$ cat config.mk
export PLATFORM = sky130hd
export DESIGN_NAME = pcfg_top
export DESIGN_NICKNAME = d
export VERILOG_FILES = /design/src/shared/pcfg_pkg.sv /design/src/logic/pcfg_top.sv /design/src/logic/pcfg_invert.sv
export SDC_FILE = /design/constraint.sdc
export NUM_CORES = 1
export LEC_CHECK = 0
export BUFFER_PORTS_ARGS = -buffer_cell sky130_fd_sc_hd__buf_4
export CORE_MARGIN = 3
export CORE_UTILIZATION = 46
export CTS_BUF_LIST = sky130_fd_sc_hd__clkbuf_8
export CTS_CLUSTER_DIAMETER = 50
export DETAILED_ROUTE_END_ITERATION = 8
export GPL_TIMING_DRIVEN = 0
export PLACE_DENSITY = 0.85
export SYNTH_ARGS = -nofsm -noshare
export SYNTH_HDL_FRONTEND = slang
export SYNTH_SLANG_ARGS = --single-unit
$ cat constraint.sdc
create_clock -name MCLK -period 6.69 [get_ports MCLK]
set_input_delay 1.6725 -clock MCLK [delete_from_list [all_inputs] [get_ports MCLK]]
set_output_delay 1.6725 -clock MCLK [all_outputs]
set_load 0.1 [all_outputs]
$ cat src/shared/pcfg_pkg.sv
// package: register map, field positions and pin bundles for the port pin/clock configuration block
package pcfg_pkg;

  localparam logic [11:0] PCFG_OFS_CTRL = 12'h044;
  localparam logic [11:0] PCFG_OFS_LOOP = 12'h046;
  localparam logic [11:0] PCFG_OFS_TINV = 12'h04a;
  localparam logic [11:0] PCFG_OFS_RINV = 12'h04c;
  localparam logic [11:0] PCFG_OFS_STAT = 12'h050;

  localparam logic [15:0] PCFG_RST_CTRL = 16'h0000;
  localparam logic [15:0] PCFG_RST_LOOP = 16'h0000;
  localparam logic [15:0] PCFG_RST_TINV = 16'h0000;
  localparam logic [15:0] PCFG_RST_RINV = 16'h0000;

  localparam logic [15:0] PCFG_MASK_CTRL = 16'h3fff;
  localparam logic [15:0] PCFG_MASK_LOOP = 16'h0fff;
  localparam logic [15:0] PCFG_MASK_TINV = 16'hdfff;
  localparam logic [15:0] PCFG_MASK_RINV = 16'h76de;

  localparam int PCFG_B_RXCLK = 13;
  localparam int PCFG_B_RXSOF = 12;
  localparam int PCFG_B_RXFPE = 11;
  localparam int PCFG_B_TXCLK = 10;
  localparam int PCFG_B_TXSOF = 9;
  localparam int PCFG_B_TXFPE = 8;
  localparam int PCFG_B_REFSH = 6;
  localparam int PCFG_B_REFLOC = 5;
  localparam int PCFG_B_LOOP_TIMING_ENABLE = 4;
  localparam int PCFG_B_CLOCK_ADAPTER_DISABLE = 3;
  localparam int PCFG_B_RX_FRAMER_TIMING_SELECT = 2;
  localparam int PCFG_B_TX_FRAMER_TIMING_SELECT = 1;
  localparam int PCFG_B_TX_LINE_TIMING_SELECT = 0;
  localparam int PCFG_B_SYSLB = 11;
  localparam int PCFG_B_LBMSH = 8;
  localparam int PCFG_B_GPBSH = 4;
  localparam int PCFG_B_GPASH = 0;

  localparam logic [2:0] PCFG_LBM_NONE = 3'h0;

  // transmit tx clock source choice, one-hot
  typedef enum logic [3:0] {
    PCFG_TXS_PIN   = 4'b0001,
    PCFG_TXS_LINE  = 4'b0010,
    PCFG_TXS_CLOCK_RATE_ADAPTER  = 4'b0100,
    PCFG_TXS_RECOV = 4'b1000
  } pcfg_txsrc_type;

  // transmit-side pins, bit positions match the transmit invert register
  typedef struct packed {
    logic pdat_en_out;
    logic pdat;
    logic unused13;
    logic sof_den_out;
    logic poh_en_in;
    logic ser_in;
    logic oh_sof;
    logic oh_en;
    logic oh;
    logic oh_clk;
    logic sof_in;
    logic neg_out;
    logic pos_out;
    logic line_clk;
    logic clk_out;
    logic clk_in;
  } pcfg_txpins_type;

  // receive-side pins, bit positions match the receive invert register
  typedef struct packed {
    logic unused15;
    logic pdat;
    logic fohen_in;
    logic sof_den_out;
    logic unused11;
    logic ser_out;
    logic oh_sof;
    logic unused8;
    logic oh;
    logic oh_clk;
    logic unused5;
    logic neg_in;
    logic pos_in;
    logic line_clk;
    logic clk_out;
    logic unused0;
  } pcfg_rxpins_type;

endpackage

$ cat src/logic/pcfg_top.sv
// port pin-function, clock, loopback and polarity configuration with apb slave
//
// Behaviour
// - rx clock pin shows recovered clock when set, else gapped/overhead/low
// - rx shared pin carries frame start when set, data enable when clear
// - rx fractional port pins active only when enable bit set
// - tx clock pin shows tx output clock when set, else gapped/overhead
// - tx shared pin carries frame start when set, data enable when clear
// - tx fractional port pins active only when enable bit set
// - two-bit field picks local 8 kHz source; exported as global candidate
// - trailer and timer reference: global when clear, port source when set
// - loop timing takes tx clock from receive side, ignores tx clock pin
// - clock adapter allowed when clear; when set, pin used without loopback
// - rx framer pins timed from input clocks when set, output clocks when clear
// - tx framer pins timed from input clocks when set, output clocks when clear
// - tx line pins timed from input clocks when set, output clocks when clear
// - system bus loopback returns tx system traffic to rx through fifos
// - three-bit loopback mode field; reset value means no loopback
// - four-bit select for alarm on second gpio, only when pin enabled
// - four-bit select for alarm on first gpio, only when pin enabled
// - transmit invert bits flip polarity of their transmit pins
// - receive invert bits flip polarity of their receive pins
`timescale 1ns/1ps
`default_nettype none
module pcfg_top
  import pcfg_pkg::*;
#(
  parameter int ALARM_COUNT = 16
) (
  input wire logic MCLK,
  input wire logic RESETN,
  // apb slave
  input wire logic PSEL,
  input wire logic PENABLE,
  input wire logic PWRITE,
  input wire logic [11:0] PADDR,
  input wire logic [31:0] PWDATA,
  output logic [31:0] PRDATA,
  output logic PREADY,
  output logic PSLVERR,
  // core-side transmit outputs and pin-side transmit inputs
  input wire pcfg_txpins_type TX_CORE,
  input wire pcfg_txpins_type TX_PIN_IN,
  output pcfg_txpins_type TX_PIN_OUT,
  output pcfg_txpins_type TX_CORE_IN,
  // core-side receive outputs and pin-side receive inputs
  input wire pcfg_rxpins_type RX_CORE,
  input wire pcfg_rxpins_type RX_PIN_IN,
  output pcfg_rxpins_type RX_PIN_OUT,
  output pcfg_rxpins_type RX_CORE_IN,
  // core clock candidates for the shared clock pins
  input wire logic RX_RECOV_OUT_CLK,
  input wire logic RX_GAPPED_CLK,
  input wire logic RX_OVERHEAD_CLK,
  input wire logic RX_OVERHEAD_MODE,
  input wire logic TX_OUT_CLK,
  input wire logic TX_GAPPED_CLK,
  input wire logic TX_OVERHEAD_CLK,
  input wire logic TX_OVERHEAD_MODE,
  // frame-start and data-enable candidates
  input wire logic RX_SOF,
  input wire logic RX_DEN,
  input wire logic TX_SOF,
  input wire logic TX_DEN,
  // clocks for tx clock selection
  input wire logic LIU_RECOV_CLK,
  input wire logic CLOCK_RATE_ADAPTER_CLK,
  input wire logic LIU_ENABLED,
  // 8 kHz reference sources
  input wire logic [3:0] LOCAL_REF_8K,
  input wire logic GLOBAL_REF_8K,
  // alarm routing
  input wire logic [ALARM_COUNT-1:0] ALARM_STATUS,
  input wire logic GPIO_A_OUT_EN,
  input wire logic GPIO_B_OUT_EN,
  // control outputs
  output logic RX_FRAC_PORT_EN,
  output logic TX_FRAC_PORT_EN,
  output logic PORT_REF_8K,
  output logic TIMER_REF_8K,
  output logic TX_CLOCK_INT,
  output logic [3:0] TX_CLOCK_SRC,
  output logic RX_FRAMER_INPUT_TIMED,
  output logic TX_FRAMER_INPUT_TIMED,
  output logic TX_LINE_INPUT_TIMED,
  output logic SYS_LOOPBACK_EN,
  output logic [2:0] LOOPBACK_MODE,
  output logic LOOPBACK_ACTIVE,
  output logic GPIO_A_OUT,
  output logic GPIO_B_OUT
);

  initial begin
    if (ALARM_COUNT < 1 || ALARM_COUNT > 16) $error("pcfg_top: alarm count must be 1 to 16");
  end

  ////////////////////////////////////////////////////////////////////////////
  // apb decode and registers

  logic [15:0] ctrl_reg;
  logic [15:0] loop_reg;
  logic [15:0] tinv_reg;
  logic [15:0] rinv_reg;
  logic wr_en;
  logic rd_en;
  logic addr_hit;
  logic [15:0] rd_data_next;
  logic [31:0] prdata_reg;
  logic pslverr_reg;
  logic pready_reg;

  // offsets are register indices; each register owns one word, so the byte address is four times the index
  function automatic logic addr_is(input logic [11:0] a, input logic [11:0] ofs);
    return a == {ofs[9:0], 2'b00};
  endfunction

  assign wr_en = PSEL && PENABLE && PWRITE && pready_reg;
  assign rd_en = PSEL && PENABLE && !PWRITE && pready_reg;

  // one wait state: data registered in the first access cycle, ready in the next
  always_ff @(posedge MCLK) begin
    if (!RESETN) begin
      pready_reg <= 1'b0;
    end else if (PSEL && PENABLE && !pready_reg) begin
      pready_reg <= 1'b1;
    end else begin
      pready_reg <= 1'b0;
    end
  end

  always_comb begin
    addr_hit = 1'b1;
    rd_data_next = 16'h0000;
    if (addr_is(PADDR, PCFG_OFS_CTRL)) begin
      rd_data_next = ctrl_reg;
    end else if (addr_is(PADDR, PCFG_OFS_LOOP)) begin
      rd_data_next = loop_reg;
    end else if (addr_is(PADDR, PCFG_OFS_TINV)) begin
      rd_data_next = tinv_reg;
    end else if (addr_is(PADDR, PCFG_OFS_RINV)) begin
      rd_data_next = rinv_reg;
    end else if (addr_is(PADDR, PCFG_OFS_STAT)) begin
      rd_data_next = {11'h000, LOOPBACK_ACTIVE, TX_CLOCK_SRC};
    end else begin
      addr_hit = 1'b0;
    end
  end

  always_ff @(posedge MCLK) begin
    if (!RESETN) begin
      prdata_reg <= 32'h0000_0000;
      pslverr_reg <= 1'b0;
    end else if (PSEL && PENABLE && !pready_reg) begin
      prdata_reg <= PWRITE ? 32'h0000_0000 : {16'h0000, rd_data_next};
      // status word is read-only; writes there and unmapped addresses flag an error
      pslverr_reg <= !addr_hit || (PWRITE && addr_is(PADDR, PCFG_OFS_STAT));
    end
  end

  assign PREADY = pready_reg;
  assign PRDATA = pready_reg ? prdata_reg : 32'h0000_0000;
  assign PSLVERR = pready_reg && pslverr_reg;

  always_ff @(posedge MCLK) begin
    if (!RESETN) begin
      ctrl_reg <= PCFG_RST_CTRL;
    end else if (wr_en && addr_is(PADDR, PCFG_OFS_CTRL)) begin
      ctrl_reg <= PWDATA[15:0] & PCFG_MASK_CTRL;
    end
  end

  always_ff @(posedge MCLK) begin
    if (!RESETN) begin
      loop_reg <= PCFG_RST_LOOP;
    end else if (wr_en && addr_is(PADDR, PCFG_OFS_LOOP)) begin
      loop_reg <= PWDATA[15:0] & PCFG_MASK_LOOP;
    end
  end

  always_ff @(posedge MCLK) begin
    if (!RESETN) begin
      tinv_reg <= PCFG_RST_TINV;
    end else if (wr_en && addr_is(PADDR, PCFG_OFS_TINV)) begin
      tinv_reg <= PWDATA[15:0] & PCFG_MASK_TINV;
    end
  end

  always_ff @(posedge MCLK) begin
    if (!RESETN) begin
      rinv_reg <= PCFG_RST_RINV;
    end else if (wr_en && addr_is(PADDR, PCFG_OFS_RINV)) begin
      rinv_reg <= PWDATA[15:0] & PCFG_MASK_RINV;
    end
  end

  ////////////////////////////////////////////////////////////////////////////
  // pin function multiplexing

  logic rx_clk_core;
  logic rx_sof_core;
  logic tx_clk_core;
  logic tx_sof_core;
  pcfg_txpins_type tx_out_core;
  pcfg_rxpins_type rx_out_core;

  always_comb begin
    if (ctrl_reg[PCFG_B_RXCLK]) begin
      rx_clk_core = RX_RECOV_OUT_CLK;
    end else if (!ctrl_reg[PCFG_B_RXFPE]) begin
      rx_clk_core = RX_OVERHEAD_MODE ? RX_OVERHEAD_CLK : 1'b0;
    end else begin
      rx_clk_core = RX_GAPPED_CLK;
    end
  end

  assign rx_sof_core = ctrl_reg[PCFG_B_RXSOF] ? RX_SOF : RX_DEN;
  assign tx_clk_core = ctrl_reg[PCFG_B_TXCLK] ? TX_OUT_CLK :
    (TX_OVERHEAD_MODE ? TX_OVERHEAD_CLK : TX_GAPPED_CLK);
  assign tx_sof_core = ctrl_reg[PCFG_B_TXSOF] ? TX_SOF : TX_DEN;
  assign RX_FRAC_PORT_EN = ctrl_reg[PCFG_B_RXFPE];
  assign TX_FRAC_PORT_EN = ctrl_reg[PCFG_B_TXFPE];

  always_comb begin
    tx_out_core = TX_CORE;
    tx_out_core.clk_out = tx_clk_core;
    tx_out_core.sof_den_out = tx_sof_core;
    // disabled fractional port outputs rest low
    tx_out_core.pdat_en_out = TX_CORE.pdat_en_out & ctrl_reg[PCFG_B_TXFPE];
    rx_out_core = RX_CORE;
    rx_out_core.clk_out = rx_clk_core;
    rx_out_core.sof_den_out = rx_sof_core;
    rx_out_core.pdat = RX_CORE.pdat & ctrl_reg[PCFG_B_RXFPE];
  end

  ////////////////////////////////////////////////////////////////////////////
  // polarity inversion at the pins

  pcfg_txpins_type tx_core_in_raw;

  pcfg_invert #(.WIDTH(16)) u_tx_out_inv (
    .mask(tinv_reg),
    .din(tx_out_core),
    .dout(TX_PIN_OUT)
  );

  pcfg_invert #(.WIDTH(16)) u_tx_in_inv (
    .mask(tinv_reg),
    .din(TX_PIN_IN),
    .dout(tx_core_in_raw)
  );

  pcfg_invert #(.WIDTH(16)) u_rx_out_inv (
    .mask(rinv_reg),
    .din(rx_out_core),
    .dout(RX_PIN_OUT)
  );

  pcfg_invert #(.WIDTH(16)) u_rx_in_inv (
    .mask(rinv_reg),
    .din(RX_PIN_IN),
    .dout(RX_CORE_IN)
  );

  // disabled fractional inputs are held inactive so stray pin levels do nothing
  always_comb begin
    TX_CORE_IN = tx_core_in_raw;
    TX_CORE_IN.pdat = tx_core_in_raw.pdat & ctrl_reg[PCFG_B_TXFPE];
  end

  ////////////////////////////////////////////////////////////////////////////
  // 8 kHz reference and transmit clock selection

  assign PORT_REF_8K = LOCAL_REF_8K[ctrl_reg[PCFG_B_REFSH +: 2]];
  assign TIMER_REF_8K = ctrl_reg[PCFG_B_REFLOC] ? PORT_REF_8K : GLOBAL_REF_8K;

  pcfg_txsrc_type tx_src;
  logic line_lb;

  assign line_lb = (loop_reg[PCFG_B_LBMSH +: 3] != PCFG_LBM_NONE);

  // loop timing beats the adapter; adapter beats the input pin unless disabled
  always_comb begin
    tx_src = PCFG_TXS_PIN;
    if (ctrl_reg[PCFG_B_LOOP_TIMING_ENABLE] || line_lb) begin
      tx_src = LIU_ENABLED ? PCFG_TXS_RECOV : PCFG_TXS_LINE;
    end else if (!ctrl_reg[PCFG_B_CLOCK_ADAPTER_DISABLE]) begin
      tx_src = PCFG_TXS_CLOCK_RATE_ADAPTER;
    end
  end

  always_comb begin
    case (tx_src)
      PCFG_TXS_LINE: TX_CLOCK_INT = RX_CORE_IN.line_clk;
      PCFG_TXS_RECOV: TX_CLOCK_INT = LIU_RECOV_CLK;
      PCFG_TXS_CLOCK_RATE_ADAPTER: TX_CLOCK_INT = CLOCK_RATE_ADAPTER_CLK;
      default: TX_CLOCK_INT = TX_CORE_IN.clk_in;
    endcase
  end

  assign TX_CLOCK_SRC = tx_src;

  ////////////////////////////////////////////////////////////////////////////
  // timing references, loopback and alarm routing

  assign RX_FRAMER_INPUT_TIMED = ctrl_reg[PCFG_B_RX_FRAMER_TIMING_SELECT];
  assign TX_FRAMER_INPUT_TIMED = ctrl_reg[PCFG_B_TX_FRAMER_TIMING_SELECT];
  assign TX_LINE_INPUT_TIMED = ctrl_reg[PCFG_B_TX_LINE_TIMING_SELECT];
  assign SYS_LOOPBACK_EN = loop_reg[PCFG_B_SYSLB];
  assign LOOPBACK_MODE = loop_reg[PCFG_B_LBMSH +: 3];
  assign LOOPBACK_ACTIVE = line_lb || loop_reg[PCFG_B_SYSLB];

  logic [15:0] alarm_ext;
  logic gpio_a_reg;
  logic gpio_b_reg;

  // codes beyond the wired alarm count read as inactive
  assign alarm_ext = 16'(ALARM_STATUS);

  always_ff @(posedge MCLK) begin
    if (!RESETN) begin
      gpio_a_reg <= 1'b0;
    end else begin
      gpio_a_reg <= GPIO_A_OUT_EN & alarm_ext[loop_reg[PCFG_B_GPASH +: 4]];
    end
  end

  always_ff @(posedge MCLK) begin
    if (!RESETN) begin
      gpio_b_reg <= 1'b0;
    end else begin
      gpio_b_reg <= GPIO_B_OUT_EN & alarm_ext[loop_reg[PCFG_B_GPBSH +: 4]];
    end
  end

  assign GPIO_A_OUT = gpio_a_reg;
  assign GPIO_B_OUT = gpio_b_reg;

endmodule
`default_nettype wire

$ cat src/logic/pcfg_invert.sv
// polarity inverter between pins and core logic
`timescale 1ns/1ps
`default_nettype none
module pcfg_invert #(
  parameter int WIDTH = 16
) (
  input wire logic [WIDTH-1:0] mask,
  input wire logic [WIDTH-1:0] din,
  output logic [WIDTH-1:0] dout
);
  initial begin
    if (WIDTH < 1) $error("pcfg_invert: width must be positive");
  end

  genvar i;
  generate
    for (i = 0; i < WIDTH; i++) begin : g_bit
      // pure xor, no flop: inversion sits right at the pin
      assign dout[i] = din[i] ^ mask[i];
    end
  endgenerate
endmodule
`default_nettype wire

After elaboration in Yosys (flattened, before gate mapping)
Index checks and enable logic that the tools add are counted.
{"block": "op_classes", "n_lt_le_gt_ge": 3, "n_eq_ne": 8, "n_mux": 31, "n_bitwise": 57, "reduce_logical": 16}
{"cell": "$mux W16", "count": 4}
{"cell": "$eq A12 B9 Y1 const B", "count": 5}
{"cell": "$xor A1 B1 Y1", "count": 52}
{"cell": "$mux W32", "count": 1}
{"cell": "$mux W1", "count": 17}
{"cell": "$mux W15", "count": 1}
{"cell": "$logic_and A1 B1 Y1", "count": 10}
{"cell": "$lt A4 B5 Y1 const B", "count": 2}
{"cell": "$bmux W1 S4", "count": 2}
{"cell": "$mux W4", "count": 2}
{"cell": "$and A1 B1 Y1", "count": 5}
{"cell": "$mux W5", "count": 1}
{"cell": "$eq A4 B2 Y1 const B", "count": 1}
{"cell": "$eq A4 B3 Y1 const B", "count": 1}
{"cell": "$eq A4 B4 Y1 const B", "count": 1}
{"cell": "$logic_or A1 B1 Y1", "count": 3}
{"cell": "$lt A2 B3 Y1 const B", "count": 1}
{"cell": "$mux W3", "count": 1}
{"cell": "$pmux W1 S3", "count": 1}
{"cell": "$reduce_bool A3 Y1", "count": 1}
{"cell": "$bmux W1 S2", "count": 1}
{"cell": "$logic_not A1 Y1", "count": 2}
{"block": "word_totals", "register_bits": 88, "input_bits": 151, "out_inout_bits": 117, "word_cells": 124}

Depth between registers and ports, before layout
Gate-level depths: netlist of the first run.
{"block": "logic_depth", "depth_word": 9, "depth_mapped": 7, "mapped_depth_nobuf": 5}

Modules after synthesis
A second synthesis of the first run with hierarchy kept.
{"block": "hier_totals", "hier_cells": 527, "hier_area_um2": 4634.4}
{"mod": "pcfg_top", "instances": 1, "cells_per_inst": 463, "area_each_um2": 4073.9, "seq_area_each_um2": 1441.4}
{"mod": "pcfg_invert", "instances": 4, "cells_per_inst": 16, "area_each_um2": 140.1, "seq_area_each_um2": 0.0}

Least setup slack after synthesis of the first run
Ideal clock, no wire load.
{"block": "synth_timing", "path_kind": "input port to output port", "start": "input RX_PIN_IN[2] in the netlist's numbering", "end": "output TX_CLOCK_INT", "t_arrival_ps": 5024, "required_ps": 5017, "path_slack_ps": -6, "path_stages": 4, "n_path_buf": 0, "path_cell_list": "xor2_1 mux2_2 nor2_1 a21oi_1"}
{"block": "synth_between", "elab_chain_len": 2}
{"item": "start, declared", "line_no": "pcfg_top.sv:48", "source": "input wire pcfg_rxpins_type RX_PIN_IN,"}
{"item": "$xor A1 B1 Y1", "line_no": "pcfg_invert.sv:19", "source": "assign dout[i] = din[i] ^ mask[i];"}
{"item": "$pmux W1 S3", "line_no": "pcfg_top.sv:292", "source": "case (tx_src)"}
{"item": "end, declared", "line_no": "pcfg_top.sv:81", "source": "output logic TX_CLOCK_INT,"}
No other way between the ends.

Worst setup path after layout of the first run
{"block": "layout_timing", "start": "input LOCAL_REF_8K[3]", "end": "output TIMER_REF_8K"}
{"block": "layout_between", "elab_chain_len": 3}
{"item": "start, declared", "line_no": "pcfg_top.sv:70", "source": "input wire logic [3:0] LOCAL_REF_8K,"}
{"item": "$bmux W1 S2", "line_no": "pcfg_top.sv:273", "source": "assign PORT_REF_8K = LOCAL_REF_8K[ctrl_reg[PCFG_B_REFSH +: 2]];"}
{"item": "$mux W1 (not written as such)", "line_no": "pcfg_top.sv:273"}
{"item": "$mux W1", "line_no": "pcfg_top.sv:274", "source": "assign TIMER_REF_8K = ctrl_reg[PCFG_B_REFLOC] ? PORT_REF_8K : GLOBAL_REF_8K;"}
{"item": "end, declared", "line_no": "pcfg_top.sv:80", "source": "output logic TIMER_REF_8K,"}
No other way between the ends. The select of a mux whose other input is x is not followed.

==> results.yml, run 1 <==
status:
  outcome: "finished, final reports clean"
global_route:
  grt_pass1_vias: 4758
  grt_antenna_before_repair: 0
  grt-ovfl-total: 0
  grt_max_degree: 13
  grt_pass1_wl_mm: 24.2
  grt_use_total: 0.294
clocking:
  htree_levels: 3
  cts_tree: "built"
  clkTransAtPathRegs_ns: 0.08
  insertion_delay_ns: 0.34
  numCtsBuffers: 9
  cts_root_buffer: "clkbuf_8"
  clock_path_buffers: 2
  cts_setup_buffers: 0
  ctsHoldBuffers: 0
  numClockSinks: 72
  ctsResizeCount: 0
final_layout:
  num-fill-cells: 696
  layout_commonest_cell: "buf_4"
  final_cell_area_um2: 6380
  finalNetCount: 934
  largest_reg_flops: 16
  layout_common_cells: "buf_4 (251), nand2_1 (135), dfxtp_1 (72), a21oi_1 (64), xor2_1 (48)"
  area_delta_synth_final_pct: 47.1
  regArea_um2: 1440
  diodes: 0
  drive_above_1_share: 0.373
  multi_input_area_um2: 2620
power:
  p_leak_nw: 2.82
  vdd_drop_max_mv: 0.122
  power.density_nw_per_um2: 181
floorplan:
  dieHeight_um: 103
  io_pins: 268
  core_um2: 8930
  die_area_um2: 10600
  die_w_um: 103
  num_rows: 34
  start_util: 0.486
logic_synthesis:
  synth_flop_cell: "dfxtp_1"
  ys_seq_elements: 72
  netlist_instances: 539
  synth-edff-count: 0
  yosys_warnings: 0
  synthArstFlopShare: 0
  synthesis.area_um2: 4340
  syn_avg_cell_area_um2: 8.05
  yosysSeqAreaShare: 0.332
  synth.distinct_cells: 52
timing:
  period_needed_ns: 4.43
  drv_slew: 0
  fin_crit_sh: 0.663
  rsz0062_at_grt: "false"
  setup_viol: 0
  fin_skew_ns: 0.0117
  slew-limit-headroom: 0.446
  worstMarginPinSlew_ns: 0.824
  hold_violations: 0
  fin_tns_setup_ns: 0
  fmax_ghz: 0.225
route:
  wl_per_cell_um: 17.9
  first_pass_iters: 5
  ant_nets: 0
  vias: 4900
  first_iter_violations: 421
  drc: 0
  routed_via_density: 5.47
  wl_mm: 16.0
worst_hold_path:
  min_path_type: "flip-flop to flip-flop"
critical_path:
  path_class: "primary input to primary output"
  reg2reg_from: "PREADY"
  worstReg2RegEnd: "ctrl_reg[5]"
  crit_path_end_kind: "primary output"
  worstPathMaxFanout: 2
  startpoint_type: "primary input"
  rr_worst_depth: 6
  worstSetupStartpoint: "LOCAL_REF_8K[3]"
  cp.arrival_ns: 2.76
  cp.required_ns: 5.02
  endpoint: "TIMER_REF_8K"
  r2r_slack_ns: 4.56
placed_design:
  portBuffers: 218
  post_dp_cell_area_um2: 6170
  routabilityCongestion: 0.889
  dp_hpwl_mm: 13.0
job:
  maxCapViolations: 0
[cells by family (layout without fill, tap and decap cells)]
group / Yosys count / after routing / synth area share
DFF: 72 / 72 / 0.332
buffers and inverters: 60 / 294 / 0.0807
muxes: 23 / 23 / 0.0853
AOI/OAI and AO/OA: 110 / 110 / 0.152
and+or+nand+nor: 221 / 221 / 0.244
other: 1 / 16 / 0.000864
xor gates and xnor gates: 52 / 52 / 0.105
[how the worst min path moves through the flow]
stage / to / startpoint / depth (start not counted)
after floorplan: prdata_reg[15] / prdata_reg[15] / 2
after global placement: prdata_reg[15] / prdata_reg[15] / 2
after detailed placement: prdata_reg[15] / prdata_reg[15] / 2
after CTS: prdata_reg[15] / prdata_reg[15] / 2
after global routing: prdata_reg[15] / prdata_reg[15] / 2
final: prdata_reg[14] / prdata_reg[14] / 2
[stage by stage]
stage	hold WS [ns]	worst slack, ns	instances	power, mW	utilization
2_1_floorplan	0.427	0.609	554	0.692	-
3_3_place_gp	0.434	2.26	880	0.801	0.691
3_5_place_dp	0.453	2.25	880	0.805	0.691
4_1_cts	0.464	2.25	896	1.15	0.714
5_1_grt	0.475	2.23	896	1.19	0.715
6_report	0.467	2.26	896	1.16	0.715
[power by group]
group	internal, mW	switching, mW
Clock	0.191	0.169
Combinational	0.102	0.265
Sequential	0.429	0.000544
Total	0.723	0.434
[synth_stat cells, drive strengths merged (2+ instances only)]
cell	instances	area, um2
a2bb2oi	3	26.3
nand2b	2	12.5
o22ai	5	31.3
xnor2	4	35.0
nand2	135	507
nor4	4	46.3
nor2	14	52.6
mux4	11	248
a21oi	65	325
mux2i	10	100
nor2b	5	31.3
a32oi	2	17.5
and2	23	145
nand3	10	50.1
nand4	5	31.3
nor4b	2	23.8
xor2	48	420
inv	2	7.50
o21ai	11	55.1
mux2	2	22.5
clkbuf	24	90.1
nand3b	3	22.5
and3	4	25.0
a22oi	6	45.0
a221o	4	40.0
buf	34	253
or3	2	12.5
a22o	3	26.3
a221oi	5	43.8
dfxtp	72	1440
nor3	5	35.0
[critical path, stage by stage]
cell	delay, ns
buf_4	0.10
mux4_2	0.47
mux2_2	0.28
buf_4	0.23
[final cells by class]
cell class                 instances  share of cell area
sequential                        72               0.226
clock buffer                      11              0.0237
inverter                           2             0.00118
buffer                            58              0.0537
timing repair buffer             218               0.256
clock inverter                     5             0.00862
tap                              108              0.0212
multi-input combinational        422               0.410
[layer usage]
metal	part of all wire	vias up	track usage	wire, um
met3	0.10	25	0.0521	1590
met5	0	-	0	0
met1	0.39	2272	0.374	6230
met4	0.014	0	0.0687	217
li1	-	2306	-	-
met2	0.50	297	0.518	7960
No activity file was read; power rests on OpenSTA's default activity.
==> inputs of run 2 (changes only) <==
--- a/config.mk
+++ b/config.mk
@@ -7,12 +7,12 @@
 export LEC_CHECK = 0
 export BUFFER_PORTS_ARGS = -buffer_cell sky130_fd_sc_hd__buf_4
 export CORE_MARGIN = 3
-export CORE_UTILIZATION = 46
+export CORE_UTILIZATION = 45
 export CTS_BUF_LIST = sky130_fd_sc_hd__clkbuf_8
 export CTS_CLUSTER_DIAMETER = 50
 export DETAILED_ROUTE_END_ITERATION = 8
 export GPL_TIMING_DRIVEN = 0
-export PLACE_DENSITY = 0.85
+export PLACE_DENSITY = 0.83
 export SYNTH_ARGS = -nofsm -noshare
 export SYNTH_HDL_FRONTEND = slang
 export SYNTH_SLANG_ARGS = --single-unit
==> constraint.sdc (replaced) <==
create_clock -name MCLK -period 4.6 [get_ports MCLK]
set_input_delay 1.15 -clock MCLK [delete_from_list [all_inputs] [get_ports MCLK]]
set_output_delay 1.15 -clock MCLK [all_outputs]
set_load 0.1 [all_outputs]
==> results.yml, run 2 (synthesis results as in run 1) <==
route:
  first_iter_violations: 409
  wl_mm: 16.1
  ant_nets: 0
  first_pass_iters: 6
  vias: 4849
  routed_via_density: 5.29
  drc: 0
  wl_per_cell_um: 17.6
timing:
  setup_ws_ns: 1.21
  slew-limit-headroom: 0.439
  fin_tns_setup_ns: 0
  period_needed_ns: 3.39
  fin_crit_sh: 0.737
  fmax_ghz: 0.295
  drv_slew: 0
  rsz0062_at_grt: "false"
  fin_skew_ns: 0.0108
  setup_viol: 0
  worstMarginPinSlew_ns: 0.834
  hold_violations: 0
power:
  vdd_drop_max_mv: 0.150
  total_power_mw: 1.60
  seq_power_share: 0.390
  swShare: 0.390
  p_clk_frac: 0.276
  combPwrFrac: 0.333
  power.density_nw_per_um2: 251
  p_leak_nw: 2.82
  p_int_mw: 0.976
  net-switching-power_mw: 0.625
final_layout:
  num-fill-cells: 792
  layout_commonest_cell: "buf_4"
  area_delta_synth_final_pct: 47.1
  finalNetCount: 934
  layout_common_cells: "buf_4 (251), nand2_1 (135), dfxtp_1 (72), a21oi_1 (64), xor2_1 (46)"
  fin_util: 0.685
  drive_above_1_share: 0.372
  diodes: 0
  multi_input_area_um2: 2630
  regArea_um2: 1440
  largest_reg_flops: 16
  final_cell_area_um2: 6390
clocking:
  htree_levels: 3
  insertion_delay_ns: 0.34
  ctsHoldBuffers: 0
  clock_path_buffers: 2
  numCtsBuffers: 9
  cts_tree: "built"
  ctsResizeCount: 0
  cts_setup_buffers: 0
  cts_root_buffer: "clkbuf_8"
  numClockSinks: 72
  clkTransAtPathRegs_ns: 0.08
floorplan:
  dieHeight_um: 104
  io_pins: 268
  die_area_um2: 10900
  core_um2: 9330
  start_util: 0.465
  die_w_um: 104
  num_rows: 35
critical_path:
  reg2reg_from: "PREADY"
  critPathTopFamily: "multiplexers"
  worstSetupStartpoint: "LOCAL_REF_8K[3]"
  cp.required_ns: 3.45
  worstPathMaxFanout: 2
  path_class: "primary input to primary output"
  crit_path_end_kind: "primary output"
  path_common_cell: "buf_4"
  worstReg2RegEnd: "ctrl_reg[6]"
  crit_chain: "buf_4 -> mux4_2 -> mux2_2 -> buf_4"
  slowest_stage: "mux4_2"
  startpoint_type: "primary input"
  cpPeakStageDelay_ns: 0.47
  crit_cells: 4
  r2r_slack_ns: 2.48
  endpoint: "TIMER_REF_8K"
  cp.arrival_ns: 2.24
  rr_worst_depth: 6
  worst-path-buf-inv: 2
global_route:
  grt_use_total: 0.282
  grt_antenna_before_repair: 0
  grt_pass1_vias: 4714
  grt_pass1_wl_mm: 24.5
  grt_max_degree: 12
  grt-ovfl-total: 0
placed_design:
  routabilityCongestion: 0.880
  dp_hpwl_mm: 13.0
  post_dp_cell_area_um2: 6210
  portBuffers: 218
  place_ws_ns: 1.21
worst_hold_path:
  hold_depth: 2
  min_path_type: "flip-flop to flip-flop"
job:
  maxCapViolations: 0
status:
  outcome: "finished, final reports clean"
run 2: power groups by stage:
| stage | Sequential (mW) | Combinational, mW | Clock (mW) |
|---|---|---|---|
| 5_1_grt | 0.625 | 0.551 | 0.470 |
| 4_1_cts | 0.625 | 0.532 | 0.437 |
| 2_1_floorplan | 0.647 | 0.360 | 0 |
| 3_3_place_gp | 0.640 | 0.526 | 0 |
| 6_report | 0.625 | 0.534 | 0.443 |
| 3_5_place_dp | 0.640 | 0.531 | 0 |
run 2: area by class of cell:
cell class | instances | area share
multi-input combinational | 422 | 0.412
timing repair buffer | 218 | 0.256
sequential | 72 | 0.226
buffer | 58 | 0.0537
tap | 129 | 0.0253
clock buffer | 10 | 0.0216
clock inverter | 6 | 0.00451
inverter | 2 | 0.00118
run 2: per-layer routing:
metal	wire, um	global-route usage
met3	1530	0.0602
met2	7790	0.484
met4	242	0.0845
met1	6570	0.355
met5	0	0
run 2: how the worst min path moves through the flow:
| stage | startpoint | to | slack (ns) |
|---|---|---|---|
| 2_1_floorplan | prdata_reg[15] | prdata_reg[15] | 0.43 |
| 3_3_place_gp | prdata_reg[15] | prdata_reg[15] | 0.44 |
| 3_5_place_dp | prdata_reg[15] | prdata_reg[15] | 0.44 |
| 4_1_cts | prdata_reg[15] | prdata_reg[15] | 0.45 |
| 5_1_grt | prdata_reg[15] | prdata_reg[15] | 0.47 |
| 6_report | prdata_reg[15] | prdata_reg[15] | 0.45 |
run 2: through the flow:
stage	instances	hold WS, ns
2_1_floorplan	554	0.427
3_3_place_gp	901	0.438
3_5_place_dp	901	0.442
4_1_cts	917	0.453
5_1_grt	917	0.468
6_report	917	0.453
run 2: worst register-to-register path: stages, from the launching register on:
cell and delay (ns):
dfxtp_1 0.37, nand4_1 0.31, nor4_4 0.50, nand2_1 0.23
clkbuf_1 0.34, nand2_1 0.17, a21oi_1 0.07
==> inputs of run 3 (changes only) <==
==> constraint.sdc (replaced) <==
create_clock -name MCLK -period 3.3 [get_ports MCLK]
set_input_delay 0.825 -clock MCLK [delete_from_list [all_inputs] [get_ports MCLK]]
set_output_delay 0.825 -clock MCLK [all_outputs]
set_load 0.1 [all_outputs]
==> results.yml, run 3 (synthesis results as in run 1) <==
status:
  outcome: "finished, final reports clean"
final_layout:
  drive_above_1_share: 0.381
  layout_commonest_cell: "buf_4"
  layout_common_cells: "buf_4 (252), nand2_1 (135), dfxtp_1 (72), a21oi_1 (64), xor2_1 (44)"
  area_delta_synth_final_pct: 48.9
  finalNetCount: 935
  final_cell_area_um2: 6460
  diodes: 0
  largest_reg_flops: 16
clocking:
  ctsHoldBuffers: 0
  insertion_delay_ns: 0.35
  clock_path_buffers: 2
  cts_setup_buffers: 0
  clkTransAtPathRegs_ns: 0.07
  numClockSinks: 72
  numCtsBuffers: 9
  htree_levels: 3
  ctsResizeCount: 0
  cts_root_buffer: "clkbuf_8"
  cts_tree: "built"
route:
  wl_mm: 16.4
  vias: 4891
  first_pass_iters: 5
  ant_nets: 0
  wl_per_cell_um: 17.9
  first_iter_violations: 358
  routed_via_density: 5.33
  drc: 0
critical_path:
  worstPathMaxFanout: 2
  path_class: "primary input to primary output"
  cp.arrival_ns: 1.91
  cp.required_ns: 2.47
  crit_path_end_kind: "primary output"
  startpoint_type: "primary input"
global_route:
  grt_antenna_before_repair: 0
  grt_pass1_vias: 4761
  grt_use_total: 0.292
  grt-ovfl-total: 0
  grt_pass1_wl_mm: 25.3
  grt_max_degree: 14
timing:
  setup_ws_ns: 0.567
  drv_slew: 0
  rsz0062_at_grt: "false"
  fin_tns_setup_ns: 0
  fmax_ghz: 0.366
  hold_violations: 0
  fin_crit_sh: 0.828
  fin_skew_ns: 0.0131
  slew-limit-headroom: 0.470
  worstMarginPinSlew_ns: 0.789
  setup_viol: 0
  period_needed_ns: 2.73
job:
  maxCapViolations: 0
worst_hold_path:
  min_path_type: "flip-flop to flip-flop"
floorplan:
  start_util: 0.465
  core_um2: 9330
  io_pins: 268
  die_area_um2: 10900
  die_w_um: 104
  dieHeight_um: 104
  num_rows: 35
placed_design:
  dp_hpwl_mm: 13.1
  post_dp_cell_area_um2: 6270
  routabilityCongestion: 0.931
  place_ws_ns: 0.322
  portBuffers: 218
power:
  power.density_nw_per_um2: 360
  combPwrFrac: 0.322
  seq_power_share: 0.375
  swShare: 0.385
  net-switching-power_mw: 0.895
  vdd_drop_max_mv: 0.233
  p_leak_nw: 2.85
  p_int_mw: 1.43
  p_clk_frac: 0.303
[run 3: cell count changes in the layout (fill, tap and decap cells not counted), moves of 2 or more]
| cell | delta |
|---|---|
| inv_1 | -2 |
| xor2_1 | -2 |
| xor2_2 | +2 |
| clkinv_4 | +2 |
| xnor2_2 | +2 |
| xnor2_1 | -2 |
[run 3: area by class of cell]
type,count,area (um2)
repair buffers,219,1640
fillers,772,2860
flip-flops and latches,72,1440
clock inverters,7,72.6
well taps,129,161
multi-input cells,422,2670
clock buffers,9,124
plain buffers,58,343
inverters,2,7.51
[run 3: layer usage]
metal | part of all wire | wire length (um) | GRT usage | vias up
li1 | - | - | - | 2306
met1 | 0.40 | 6640 | 0.383 | 2260
met2 | 0.48 | 7870 | 0.489 | 302
met3 | 0.098 | 1620 | 0.0497 | 23
met4 | 0.017 | 276 | 0.0950 | 0
met5 | 0 | 0 | 0 | -
[run 3: critical path: stages]
cell	delay, ns
buf_4	0.11
mux4_2	0.46
mux2_2	0.28
buf_4	0.23
[run 3: path summary, 6_finish.rpt]
check | start | endpoint | slack (ns) | cells after the start
hold / removal | prdata_reg[15] | prdata_reg[15] | 0.46 | 2
setup reg to reg | PREADY | ctrl_reg[4] | 1.23 | 6
hold reg to reg | prdata_reg[15] | prdata_reg[15] | 0.46 | 2
setup / recovery | LOCAL_REF_8K[3] | TIMER_REF_8K | 0.57 | 4
[run 3: power groups by stage]
stage / clock, mW / sequential, mW / combinational, mW
finish: 0.705 / 0.871 / 0.747
global route: 0.740 / 0.871 / 0.772
CTS: 0.705 / 0.871 / 0.745
detailed placement: 0 / 0.892 / 0.744
global placement: 0 / 0.892 / 0.738
floorplan: 0 / 0.902 / 0.503
[run 3: stage by stage]
stage,std cells,hold slack [ns],utilization,power (mW)
5_1_grt,918,0.481,0.693,2.38
3_5_place_dp,902,0.449,0.672,1.64
3_3_place_gp,901,0.439,0.670,1.63
2_1_floorplan,554,0.427,-,1.40
6_report,918,0.462,0.693,2.32
4_1_cts,918,0.457,0.693,2.32
